File: src/design/serial_tx_pkg.sv
// constants shared by the asynchronous serial transmitter
package serial_tx_pkg;
  // register byte addresses on the bus
  localparam logic [7:0] ctrl_addr = 8'h00;
  localparam logic [7:0] baud_ctrl_addr = 8'h04;
  localparam logic [7:0] divisor_lo_addr = 8'h08;
  localparam logic [7:0] divisor_hi_addr = 8'h0c;
  localparam logic [7:0] tx_data_addr = 8'h10;
  // transmit_status_control field positions
  localparam int ninth_value_pos = 0;
  localparam int shift_empty_pos = 1;
  localparam int high_baud_pos = 2;
  localparam int send_break_pos = 3;
  localparam int clocked_mode_pos = 4;
  localparam int tx_enable_pos = 5;
  localparam int ninth_enable_pos = 6;
  localparam int buffer_empty_pos = 7;
  // baud_control field positions
  localparam int wide_divider_pos = 3;
  localparam int port_enable_pos = 7;
  localparam int irq_enable_pos = 0;
  // reset values
  localparam logic [7:0] ctrl_reset = 8'h02;
  localparam logic [7:0] baud_ctrl_reset = 8'h00;
  localparam logic [7:0] divisor_reset = 8'h00;
  // oversampling ratios
  localparam logic [5:0] ticks_x16 = 6'h0f;
  localparam logic [5:0] ticks_x64 = 6'h3f;
  // break character low bit periods after the start bit
  localparam logic [3:0] break_bits = 4'hc;
  // buffer-empty flag keeps reading empty for the first two cycles after a write
  localparam logic [1:0] flag_settle = 2'h2;
  // axi response codes
  localparam logic [1:0] resp_okay = 2'h0;
  localparam logic [1:0] resp_slverr = 2'h2;
endpackage

File: src/design/async_serial_transmitter.sv
// asynchronous serial transmitter with axi4-lite register slave
`timescale 1ns/1ps
module async_serial_transmitter (
  input wire logic sys_clk_in,
  input wire logic rst_n_in,
  input wire logic [7:0] s_axi_awaddr_in,
  input wire logic s_axi_awvalid_in,
  output logic s_axi_awready_out,
  input wire logic [31:0] s_axi_wdata_in,
  input wire logic [3:0] s_axi_wstrb_in,
  input wire logic s_axi_wvalid_in,
  output logic s_axi_wready_out,
  output logic [1:0] s_axi_bresp_out,
  output logic s_axi_bvalid_out,
  input wire logic s_axi_bready_in,
  input wire logic [7:0] s_axi_araddr_in,
  input wire logic s_axi_arvalid_in,
  output logic s_axi_arready_out,
  output logic [31:0] s_axi_rdata_out,
  output logic [1:0] s_axi_rresp_out,
  output logic s_axi_rvalid_out,
  input wire logic s_axi_rready_in,
  output logic tx_line_out,
  output logic tx_irq_out
);
  import serial_tx_pkg::*;

  typedef enum logic [2:0] {idle_st, start_st, data_st, ninth_st,
    stop_st, break_st} tx_state_type;

  function automatic logic is_addr(input logic [7:0] a,
      input logic [7:0] b);
    is_addr = (a[7:2] == b[7:2]);
  endfunction

  // bus state
  logic aw_held_reg, aw_held_next, w_held_reg, w_held_next;
  logic [7:0] awaddr_reg, awaddr_next;
  logic [31:0] wdata_reg, wdata_next;
  logic wstrb0_reg, wstrb0_next;
  logic bvalid_reg, bvalid_next, rvalid_reg, rvalid_next;
  logic [1:0] bresp_reg, bresp_next, rresp_reg, rresp_next;
  logic [31:0] rdata_reg, rdata_next;
  // software registers
  logic clocked_reg, clocked_next, high_baud_reg, high_baud_next;
  logic tx_en_reg, tx_en_next, ninth_en_reg, ninth_en_next;
  logic ninth_val_reg, ninth_val_next, brk_req_reg, brk_req_next;
  logic wide_reg, wide_next, port_en_reg, port_en_next;
  logic irq_en_reg, irq_en_next;
  logic [7:0] div_lo_reg, div_lo_next, div_hi_reg, div_hi_next;
  // transmit datapath
  logic [7:0] buffer_reg, buffer_next;
  logic buffer_full_reg, buffer_full_next;
  logic buf_ninth_reg, buf_ninth_next;
  logic [1:0] settle_reg, settle_next;
  logic [8:0] shift_reg, shift_next;
  logic shift_busy_reg, shift_busy_next;
  tx_state_type state_reg, state_next;
  logic [3:0] bit_cnt_reg, bit_cnt_next;
  logic [15:0] brg_cnt_reg, brg_cnt_next;
  logic [5:0] tick_cnt_reg, tick_cnt_next;
  logic line_reg, line_next;
  logic brg_tick, bit_tick, do_write, do_read, active, load_now;
  logic wr_data, buf_empty_flag;
  logic [15:0] divisor;
  logic [5:0] tick_top;

  // (clocked mode blocks the asynchronous path)
  assign active = port_en_reg && !clocked_reg && tx_en_reg;
  // one divisor and one frame format serve the whole line
  assign divisor = wide_reg ? {div_hi_reg, div_lo_reg} : {8'h00, div_lo_reg};
  // (x16 when high baud or wide divider, else x64)
  assign tick_top = (high_baud_reg || wide_reg) ? ticks_x16 : ticks_x64;
  assign brg_tick = (brg_cnt_reg == 16'h0000);
  assign bit_tick = brg_tick && (tick_cnt_reg == 6'h00);
  // flag reads as still empty until settled
  assign buf_empty_flag = !buffer_full_reg || (settle_reg != 2'h0);
  assign do_write = aw_held_reg && w_held_reg && !bvalid_reg;
  assign do_read = s_axi_arvalid_in && !rvalid_reg;
  assign wr_data = do_write && is_addr(awaddr_reg, tx_data_addr) &&
    wstrb0_reg;
  // load when idle, or on the tick that ends a stop bit
  assign load_now = active && buffer_full_reg && !brk_req_reg &&
    ((state_reg == idle_st && !shift_busy_reg) ||
    (state_reg == stop_st && bit_tick));

  // bus handshake outputs
  assign s_axi_awready_out = !aw_held_reg;
  assign s_axi_wready_out = !w_held_reg;
  assign s_axi_arready_out = !rvalid_reg;
  assign s_axi_bvalid_out = bvalid_reg;
  assign s_axi_bresp_out = bresp_reg;
  assign s_axi_rvalid_out = rvalid_reg;
  assign s_axi_rresp_out = rresp_reg;
  assign s_axi_rdata_out = rdata_reg;
  // (enable gates only the request line)
  assign tx_irq_out = irq_en_reg && tx_en_reg && buf_empty_flag;
  assign tx_line_out = line_reg;

  // register slave next state; write and read channels independent
  always_comb begin
    aw_held_next = aw_held_reg;
    w_held_next = w_held_reg;
    awaddr_next = awaddr_reg;
    wdata_next = wdata_reg;
    wstrb0_next = wstrb0_reg;
    bvalid_next = bvalid_reg;
    bresp_next = bresp_reg;
    rvalid_next = rvalid_reg;
    rresp_next = rresp_reg;
    rdata_next = rdata_reg;
    clocked_next = clocked_reg;
    high_baud_next = high_baud_reg;
    tx_en_next = tx_en_reg;
    ninth_en_next = ninth_en_reg;
    ninth_val_next = ninth_val_reg;
    brk_req_next = brk_req_reg;
    wide_next = wide_reg;
    port_en_next = port_en_reg;
    irq_en_next = irq_en_reg;
    div_lo_next = div_lo_reg;
    div_hi_next = div_hi_reg;
    if (s_axi_awvalid_in && !aw_held_reg) begin
      aw_held_next = 1'b1;
      awaddr_next = s_axi_awaddr_in;
    end
    if (s_axi_wvalid_in && !w_held_reg) begin
      w_held_next = 1'b1;
      wdata_next = s_axi_wdata_in;
      wstrb0_next = s_axi_wstrb_in[0];
    end
    if (bvalid_reg && s_axi_bready_in) begin
      bvalid_next = 1'b0;
    end
    if (do_write) begin
      aw_held_next = 1'b0;
      w_held_next = 1'b0;
      bvalid_next = 1'b1;
      bresp_next = resp_okay;
      // buffer-empty and shift-empty bits are not writable
      if (is_addr(awaddr_reg, ctrl_addr)) begin
        if (wstrb0_reg) begin
          ninth_val_next = wdata_reg[ninth_value_pos];
          high_baud_next = wdata_reg[high_baud_pos];
          brk_req_next = wdata_reg[send_break_pos] | brk_req_reg;
          clocked_next = wdata_reg[clocked_mode_pos];
          tx_en_next = wdata_reg[tx_enable_pos];
          ninth_en_next = wdata_reg[ninth_enable_pos];
        end
      end else if (is_addr(awaddr_reg, baud_ctrl_addr)) begin
        if (wstrb0_reg) begin
          wide_next = wdata_reg[wide_divider_pos];
          port_en_next = wdata_reg[port_enable_pos];
          irq_en_next = wdata_reg[irq_enable_pos];
        end
      end else if (is_addr(awaddr_reg, divisor_lo_addr)) begin
        if (wstrb0_reg) begin
          div_lo_next = wdata_reg[7:0];
        end
      end else if (is_addr(awaddr_reg, divisor_hi_addr)) begin
        if (wstrb0_reg) begin
          div_hi_next = wdata_reg[7:0];
        end
      end else if (is_addr(awaddr_reg, tx_data_addr)) begin
        bresp_next = resp_okay;
      end else begin
        bresp_next = resp_slverr;
      end
    end
    // consumed on the tick that starts the break; a request written in
    // that same cycle survives, so the set wins
    if (state_reg == idle_st && active && !shift_busy_reg &&
        brk_req_reg && bit_tick) begin
      brk_req_next = do_write && is_addr(awaddr_reg, ctrl_addr) &&
        wstrb0_reg && wdata_reg[send_break_pos];
    end
    if (rvalid_reg && s_axi_rready_in) begin
      rvalid_next = 1'b0;
    end
    if (do_read) begin
      rvalid_next = 1'b1;
      rresp_next = resp_okay;
      rdata_next = 32'h0000_0000;
      // shift register itself has no address
      if (is_addr(s_axi_araddr_in, ctrl_addr)) begin
        rdata_next[buffer_empty_pos] = buf_empty_flag;
        rdata_next[ninth_enable_pos] = ninth_en_reg;
        rdata_next[tx_enable_pos] = tx_en_reg;
        rdata_next[clocked_mode_pos] = clocked_reg;
        rdata_next[send_break_pos] = brk_req_reg;
        rdata_next[high_baud_pos] = high_baud_reg;
        rdata_next[shift_empty_pos] = !shift_busy_reg;
        rdata_next[ninth_value_pos] = ninth_val_reg;
      end else if (is_addr(s_axi_araddr_in, baud_ctrl_addr)) begin
        rdata_next[port_enable_pos] = port_en_reg;
        rdata_next[wide_divider_pos] = wide_reg;
        rdata_next[irq_enable_pos] = irq_en_reg;
      end else if (is_addr(s_axi_araddr_in, divisor_lo_addr)) begin
        rdata_next[7:0] = div_lo_reg;
      end else if (is_addr(s_axi_araddr_in, divisor_hi_addr)) begin
        rdata_next[7:0] = div_hi_reg;
      end else if (is_addr(s_axi_araddr_in, tx_data_addr)) begin
        rdata_next[7:0] = buffer_reg;
      end else begin
        rresp_next = resp_slverr;
      end
    end
  end

  // transmit buffer, baud generator and frame sequencer
  always_comb begin
    buffer_next = buffer_reg;
    buffer_full_next = buffer_full_reg;
    buf_ninth_next = buf_ninth_reg;
    settle_next = (settle_reg != 2'h0) ? settle_reg - 2'h1 : 2'h0;
    shift_next = shift_reg;
    shift_busy_next = shift_busy_reg;
    state_next = state_reg;
    bit_cnt_next = bit_cnt_reg;
    line_next = line_reg;
    brg_cnt_next = brg_tick ? divisor : brg_cnt_reg - 16'h0001;
    tick_cnt_next = tick_cnt_reg;
    if (brg_tick) begin
      tick_cnt_next = (tick_cnt_reg == 6'h00) ? tick_top :
        tick_cnt_reg - 6'h01;
    end
    // (transfer empties the buffer in the same cycle)
    if (load_now) begin
      shift_next = {ninth_en_reg & buf_ninth_reg, buffer_reg};
      shift_busy_next = 1'b1;
      buffer_full_next = 1'b0;
    end
    // (a write fills the buffer; flag settles after it)
    if (wr_data) begin
      buffer_next = wdata_reg[7:0];
      buf_ninth_next = ninth_val_reg;
      buffer_full_next = 1'b1;
      settle_next = flag_settle;
    end
    // (enable rising empties buffer so the flag sets)
    if (tx_en_next && !tx_en_reg) begin
      buffer_full_next = wr_data;
    end
    if (!active) begin
      state_next = idle_st;
      line_next = 1'b1;
      shift_busy_next = 1'b0;
    end else begin
      case (state_reg)
        idle_st: begin
          line_next = 1'b1;
          if (bit_tick && shift_busy_reg) begin
            state_next = start_st;
            line_next = 1'b0;
          end else if (bit_tick && brk_req_reg) begin
            // (start plus twelve low bit periods)
            state_next = break_st;
            line_next = 1'b0;
            bit_cnt_next = break_bits;
            shift_busy_next = 1'b1;
          end
        end
        start_st: begin
          if (bit_tick) begin
            state_next = data_st;
            line_next = shift_reg[0];
            shift_next = {1'b0, shift_reg[8:1]};
            bit_cnt_next = 4'h7;
          end
        end
        data_st: begin
          if (bit_tick) begin
            if (bit_cnt_reg != 4'h1 && bit_cnt_reg != 4'h0) begin
              line_next = shift_reg[0];
              shift_next = {1'b0, shift_reg[8:1]};
              bit_cnt_next = bit_cnt_reg - 4'h1;
            end else if (bit_cnt_reg == 4'h1) begin
              line_next = shift_reg[0];
              shift_next = {1'b0, shift_reg[8:1]};
              bit_cnt_next = 4'h0;
            end else if (ninth_en_reg) begin
              // (ninth bit carries software parity)
              state_next = ninth_st;
              line_next = shift_reg[0];
            end else begin
              state_next = stop_st;
              line_next = 1'b1;
            end
          end
        end
        ninth_st: begin
          if (bit_tick) begin
            state_next = stop_st;
            line_next = 1'b1;
          end
        end
        break_st: begin
          if (bit_tick) begin
            if (bit_cnt_reg == 4'h0) begin
              state_next = stop_st;
              line_next = 1'b1;
            end else begin
              bit_cnt_next = bit_cnt_reg - 4'h1;
            end
          end
        end
        stop_st: begin
          if (bit_tick) begin
            // reload at once, so shift-empty never blinks between
            // back-to-back frames
            state_next = load_now ? start_st : idle_st;
            line_next = !load_now;
            shift_busy_next = load_now;
          end
        end
        default: begin
          state_next = idle_st;
        end
      endcase
    end
  end

  // all state registers
  always_ff @(posedge sys_clk_in or negedge rst_n_in) begin
    if (!rst_n_in) begin
      aw_held_reg <= 1'b0;
      w_held_reg <= 1'b0;
      awaddr_reg <= 8'h00;
      wdata_reg <= 32'h0000_0000;
      wstrb0_reg <= 1'b0;
      bvalid_reg <= 1'b0;
      bresp_reg <= resp_okay;
      rvalid_reg <= 1'b0;
      rresp_reg <= resp_okay;
      rdata_reg <= 32'h0000_0000;
      clocked_reg <= ctrl_reset[clocked_mode_pos];
      high_baud_reg <= ctrl_reset[high_baud_pos];
      tx_en_reg <= ctrl_reset[tx_enable_pos];
      ninth_en_reg <= ctrl_reset[ninth_enable_pos];
      ninth_val_reg <= ctrl_reset[ninth_value_pos];
      brk_req_reg <= ctrl_reset[send_break_pos];
      wide_reg <= baud_ctrl_reset[wide_divider_pos];
      port_en_reg <= baud_ctrl_reset[port_enable_pos];
      irq_en_reg <= baud_ctrl_reset[irq_enable_pos];
      div_lo_reg <= divisor_reset;
      div_hi_reg <= divisor_reset;
      buffer_reg <= 8'h00;
      buffer_full_reg <= 1'b0;
      buf_ninth_reg <= 1'b0;
      settle_reg <= 2'h0;
      shift_reg <= 9'h000;
      shift_busy_reg <= 1'b0;
      state_reg <= idle_st;
      bit_cnt_reg <= 4'h0;
      brg_cnt_reg <= 16'h0000;
      tick_cnt_reg <= 6'h00;
      line_reg <= 1'b1;
    end else begin
      aw_held_reg <= aw_held_next;
      w_held_reg <= w_held_next;
      awaddr_reg <= awaddr_next;
      wdata_reg <= wdata_next;
      wstrb0_reg <= wstrb0_next;
      bvalid_reg <= bvalid_next;
      bresp_reg <= bresp_next;
      rvalid_reg <= rvalid_next;
      rresp_reg <= rresp_next;
      rdata_reg <= rdata_next;
      clocked_reg <= clocked_next;
      high_baud_reg <= high_baud_next;
      tx_en_reg <= tx_en_next;
      ninth_en_reg <= ninth_en_next;
      ninth_val_reg <= ninth_val_next;
      brk_req_reg <= brk_req_next;
      wide_reg <= wide_next;
      port_en_reg <= port_en_next;
      irq_en_reg <= irq_en_next;
      div_lo_reg <= div_lo_next;
      div_hi_reg <= div_hi_next;
      buffer_reg <= buffer_next;
      buffer_full_reg <= buffer_full_next;
      buf_ninth_reg <= buf_ninth_next;
      settle_reg <= settle_next;
      shift_reg <= shift_next;
      shift_busy_reg <= shift_busy_next;
      state_reg <= state_next;
      bit_cnt_reg <= bit_cnt_next;
      brg_cnt_reg <= brg_cnt_next;
      tick_cnt_reg <= tick_cnt_next;
      line_reg <= line_next;
    end
  end
endmodule

File: config.mk
export PLATFORM = sky130hd
export DESIGN_NAME = async_serial_transmitter
export DESIGN_NICKNAME = d
export VERILOG_FILES = /design/src/design/serial_tx_pkg.sv /design/src/design/async_serial_transmitter.sv
export SDC_FILE = /design/constraint.sdc
export NUM_CORES = 1
export LEC_CHECK = 0
export BUFFER_PORTS_ARGS = -buffer_cell sky130_fd_sc_hd__buf_2
export CAP_MARGIN = 10
export CORE_MARGIN = 4
export CORE_UTILIZATION = 55
export CTS_CLUSTER_DIAMETER = 40
export CTS_CLUSTER_SIZE = 24
export DETAILED_ROUTE_END_ITERATION = 12
export PLACE_DENSITY = 0.77
export SYNTH_ARGS = -nofsm -noshare
export SYNTH_HDL_FRONTEND = slang
export SYNTH_SLANG_ARGS = --single-unit
File: constraint.sdc
create_clock -name sys_clk_in -period 2.77 [get_ports sys_clk_in]
set_input_delay 0.4155 -clock sys_clk_in [delete_from_list [all_inputs] [get_ports sys_clk_in]]
set_output_delay 0.4155 -clock sys_clk_in [all_outputs]
set_load 0.1 [all_outputs]
==> results.py <==
metrics = {
    "logic_synthesis": {
        "netlist_area_sq_um": 5460,
        "syn_area_per_cell_sq_um": 10.5,
        "synth_fa_ha_area_share_pct": 1.37,
        "ys_ff_latch": 106,
        "synth_edf_count": 0,
        "synth_top_family_by_area": "simple AND/OR/NAND/NOR gates",
        "synth.mux.area_fraction_pct": 13.4,
        "synth_cells": 522,
        "synthXorXnorAreaFrac_pct": 1.44,
        "async_reset_ff_share_pct": 100,
        "yosys_warnings": 0,
        "synthSimpleGateAreaFrac_pct": 15.7,
        "synth-compound-area-share_pct": 12.5,
        "yosysUniqueCellTypes": 63,
        "synth_ff_type": "dfrtp_1",
        "ys_seq_area_share_pct": 48.6,
    },
    "setup_path": {
        "crit_path_end_kind": "register",
        "critical_path.startpoint_type": "register",
        "path_class": "register to register",
        "path_max_fanout": 11,
        "r2r_start": "brg_cnt_reg[0]$_DFF_PN0_",
        "worst_ep_required_time_ns": 3.02,
        "arrival_ns": 2.66,
        "crit_start": "brg_cnt_reg[0]$_DFF_PN0_",
    },
    "cts": {
        "cts_max_path_buffers": 2,
        "root_buffer": "clkbuf_8",
        "post_cts_resized": 0,
        "cts_made_buffers": 9,
        "clkTransAtPathRegs_ns": 0.10,
        "clkLatencyLatePin_ns": 0.38,
        "ctsHtreeMaxLevel": 3,
        "cts_tree": "built",
        "post_cts_buffers": 0,
        "numClockSinks": 106,
        "postCtsHoldBufs": 0,
    },
    "sta": {
        "rsz0062_at_grt": "no",
        "worstMarginPinSlew_ns": 0.775,
        "hold_viol_final": 0,
        "setup_tns_ns": 0,
        "finalClockSkew_ns": 0.0150,
        "period_minus_slack_ns": 2.41,
        "setup_slack_ns": 0.361,
        "setup_viol": 0,
        "slew_viol_final": 0,
        "fmax_ghz": 0.415,
        "slew_headroom_pct": 48.3,
        "period_share_pct": 87.0,
    },
    "routing": {
        "viasPerCell": 5.80,
        "drc": 0,
        "final_antenna_net_count": 0,
        "drtPass1Iterations": 5,
        "vias": 4038,
        "finalWirelength_microns": 11500,
        "drt_iter0_drc": 317,
        "wire_per_inst_microns": 16.5,
    },
    "layout": {
        "most-common-layout-cells": "dfrtp_1, mux2_2, buf_2",
        "nets": 624,
        "syn2layout_area_growth_pct": 7.97,
        "diodes": 0,
        "largest_register_ffs": 16,
        "drive_gt1_share_pct": 23.8,
        "final_common_cell": "dfrtp_1",
        "final_cell_area_sq_um": 5900,
    },
    "grt": {
        "grt_start_max_net_pins": 64,
        "grt_util_all_layers_pct": 21.0,
        "grt_pass1_wl_microns": 19200,
        "overflow": 0,
        "antenna_found_initial": 0,
        "grt_pass1_vias": 3848,
    },
    "placed_design": {
        "hpwl_microns": 8600,
        "io_buffers": 44,
        "place_area_sq_um": 5720,
        "pre_cts_ws_ns": 0.405,
        "finalWeightedCongestion": 0.893,
    },
    "status": {
        "outcome": "finished, final reports clean",
    },
    "die": {
        "rows": 36,
        "die_h_microns": 108,
        "die_area_sq_um": 11600,
        "core_sq_um": 9730,
        "io_pins": 102,
        "initial_core_util_pct": 56.1,
        "die_w_microns": 108,
    },
    "pwr": {
        "p_leak_nw": 2.74,
        "ir_worst_vdd_uv": 637,
        "p_per_area_nw_per_um2": 869,
    },
    "job": {
        "cap_violations": 0,
    },
    "hold_path": {
        "hold_path_class": "input pin to asynchronous set/reset pin",
    },
}
## final timing paths
kind / depth (start not counted) / slack [ns] / end
worst max-delay path: 7 / 0.36 / shift_reg[7]$_DFF_PN0_
worst min-delay path: 1 / 0.03 / bit_cnt_reg[2]$_DFFE_PN0P_
max in group asynchronous: 2 / 2.02 / div_lo_reg[4]$_DFFE_PN0P_
worst min register to register: 2 / 0.49 / s_axi_rdata_out[6]$_DFFE_PN0P_
min in group sys_clk_in: 2 / 0.22 / s_axi_rvalid_out$_DFFE_PN0P_
worst max register to register: 7 / 0.36 / shift_reg[7]$_DFF_PN0_
## per-stage QoR
step | total power [mW] | hold WS (ns) | utilization, % | cells
floorplan | 3.82 | 0.120 | - | 547
global placement | 4.17 | 0.446 | 58.8 | 681
detailed placement | 4.26 | 0.457 | 58.8 | 681
CTS | 5.16 | 0.0500 | 60.6 | 696
global route | 5.43 | 0.0695 | 60.6 | 696
finish | 5.13 | 0.0302 | 60.6 | 696
## final cells by class
type                    count  area [sq um]
clock buffers               9           124
clock inverters             6          55.1
fillers                   842          3830
inverters                  18          67.6
multi-input cells         370          2520
flip-flops and latches    106          2650
well taps                 133           166
repair buffers             54           310
## Yosys cell counts, types with 3 or more instances
library cell	n	area (sq um)
dfrtp_1	105	2630
mux2_2	55	619
nor2_1	41	154
o21ai_0	34	170
a21oi_1	28	140
buf_4	27	203
nand2_1	27	101
clkbuf_1	20	75.1
nand3_1	19	95.1
inv_1	18	67.6
nor3_1	14	70.1
mux2i_1	11	110
o31ai_1	10	75.1
nand2b_1	7	43.8
a31oi_1	6	37.5
ha_1	6	75.1
nor2b_1	6	37.5
a222oi_1	5	50.1
and3_1	5	31.3
xnor2_1	5	43.8
and3b_1	4	35.0
buf_2	4	20.0
nand3b_1	4	30.0
nand4_1	4	25.0
xor2_1	4	35.0
nor4_4	3	63.8
o41ai_1	3	26.3
## worst max-delay path, stage by stage, from the launching register on
cell and delay (ns):
dfrtp_1 0.43, inv_1 0.09, ha_1 0.18, nor3b_1 0.24, and4_1 0.40, a41o_1 0.59
mux2i_1 0.28, a21oi_1 0.08
## cell families after synthesis
| family | Yosys count |
|---|---|
| XOR/XNOR | 9 |
| multiplexers | 66 |
| buffers and inverters | 71 |
| other | 1 |
| AND/OR/NAND/NOR | 155 |
| AO/OA/AOI/OAI | 108 |
| adder cells (fa/ha/maj) | 6 |
| flip-flops | 106 |
## metal layers
metal	global-route usage [%]	vias to the layer above	routed length [microns]
met5	0	-	0
met4	5.32	0	132
met3	4.26	14	775
met2	33.5	147	5520
met1	29.5	1981	5080
li1	-	1896	-
## power breakdown
| part | total [mW] | switching (mW) | leakage [nW] | internal [mW] |
|---|---|---|---|---|
| Clock | 0.900 | 0.557 | 0.0930 | 0.343 |
| Combinational | 1.58 | 0.958 | 1.28 | 0.619 |
| Sequential | 2.65 | 0.602 | 1.37 | 2.05 |
| Total | 5.13 | 2.12 | 2.74 | 3.01 |
(Power assumes the default switching activity.)
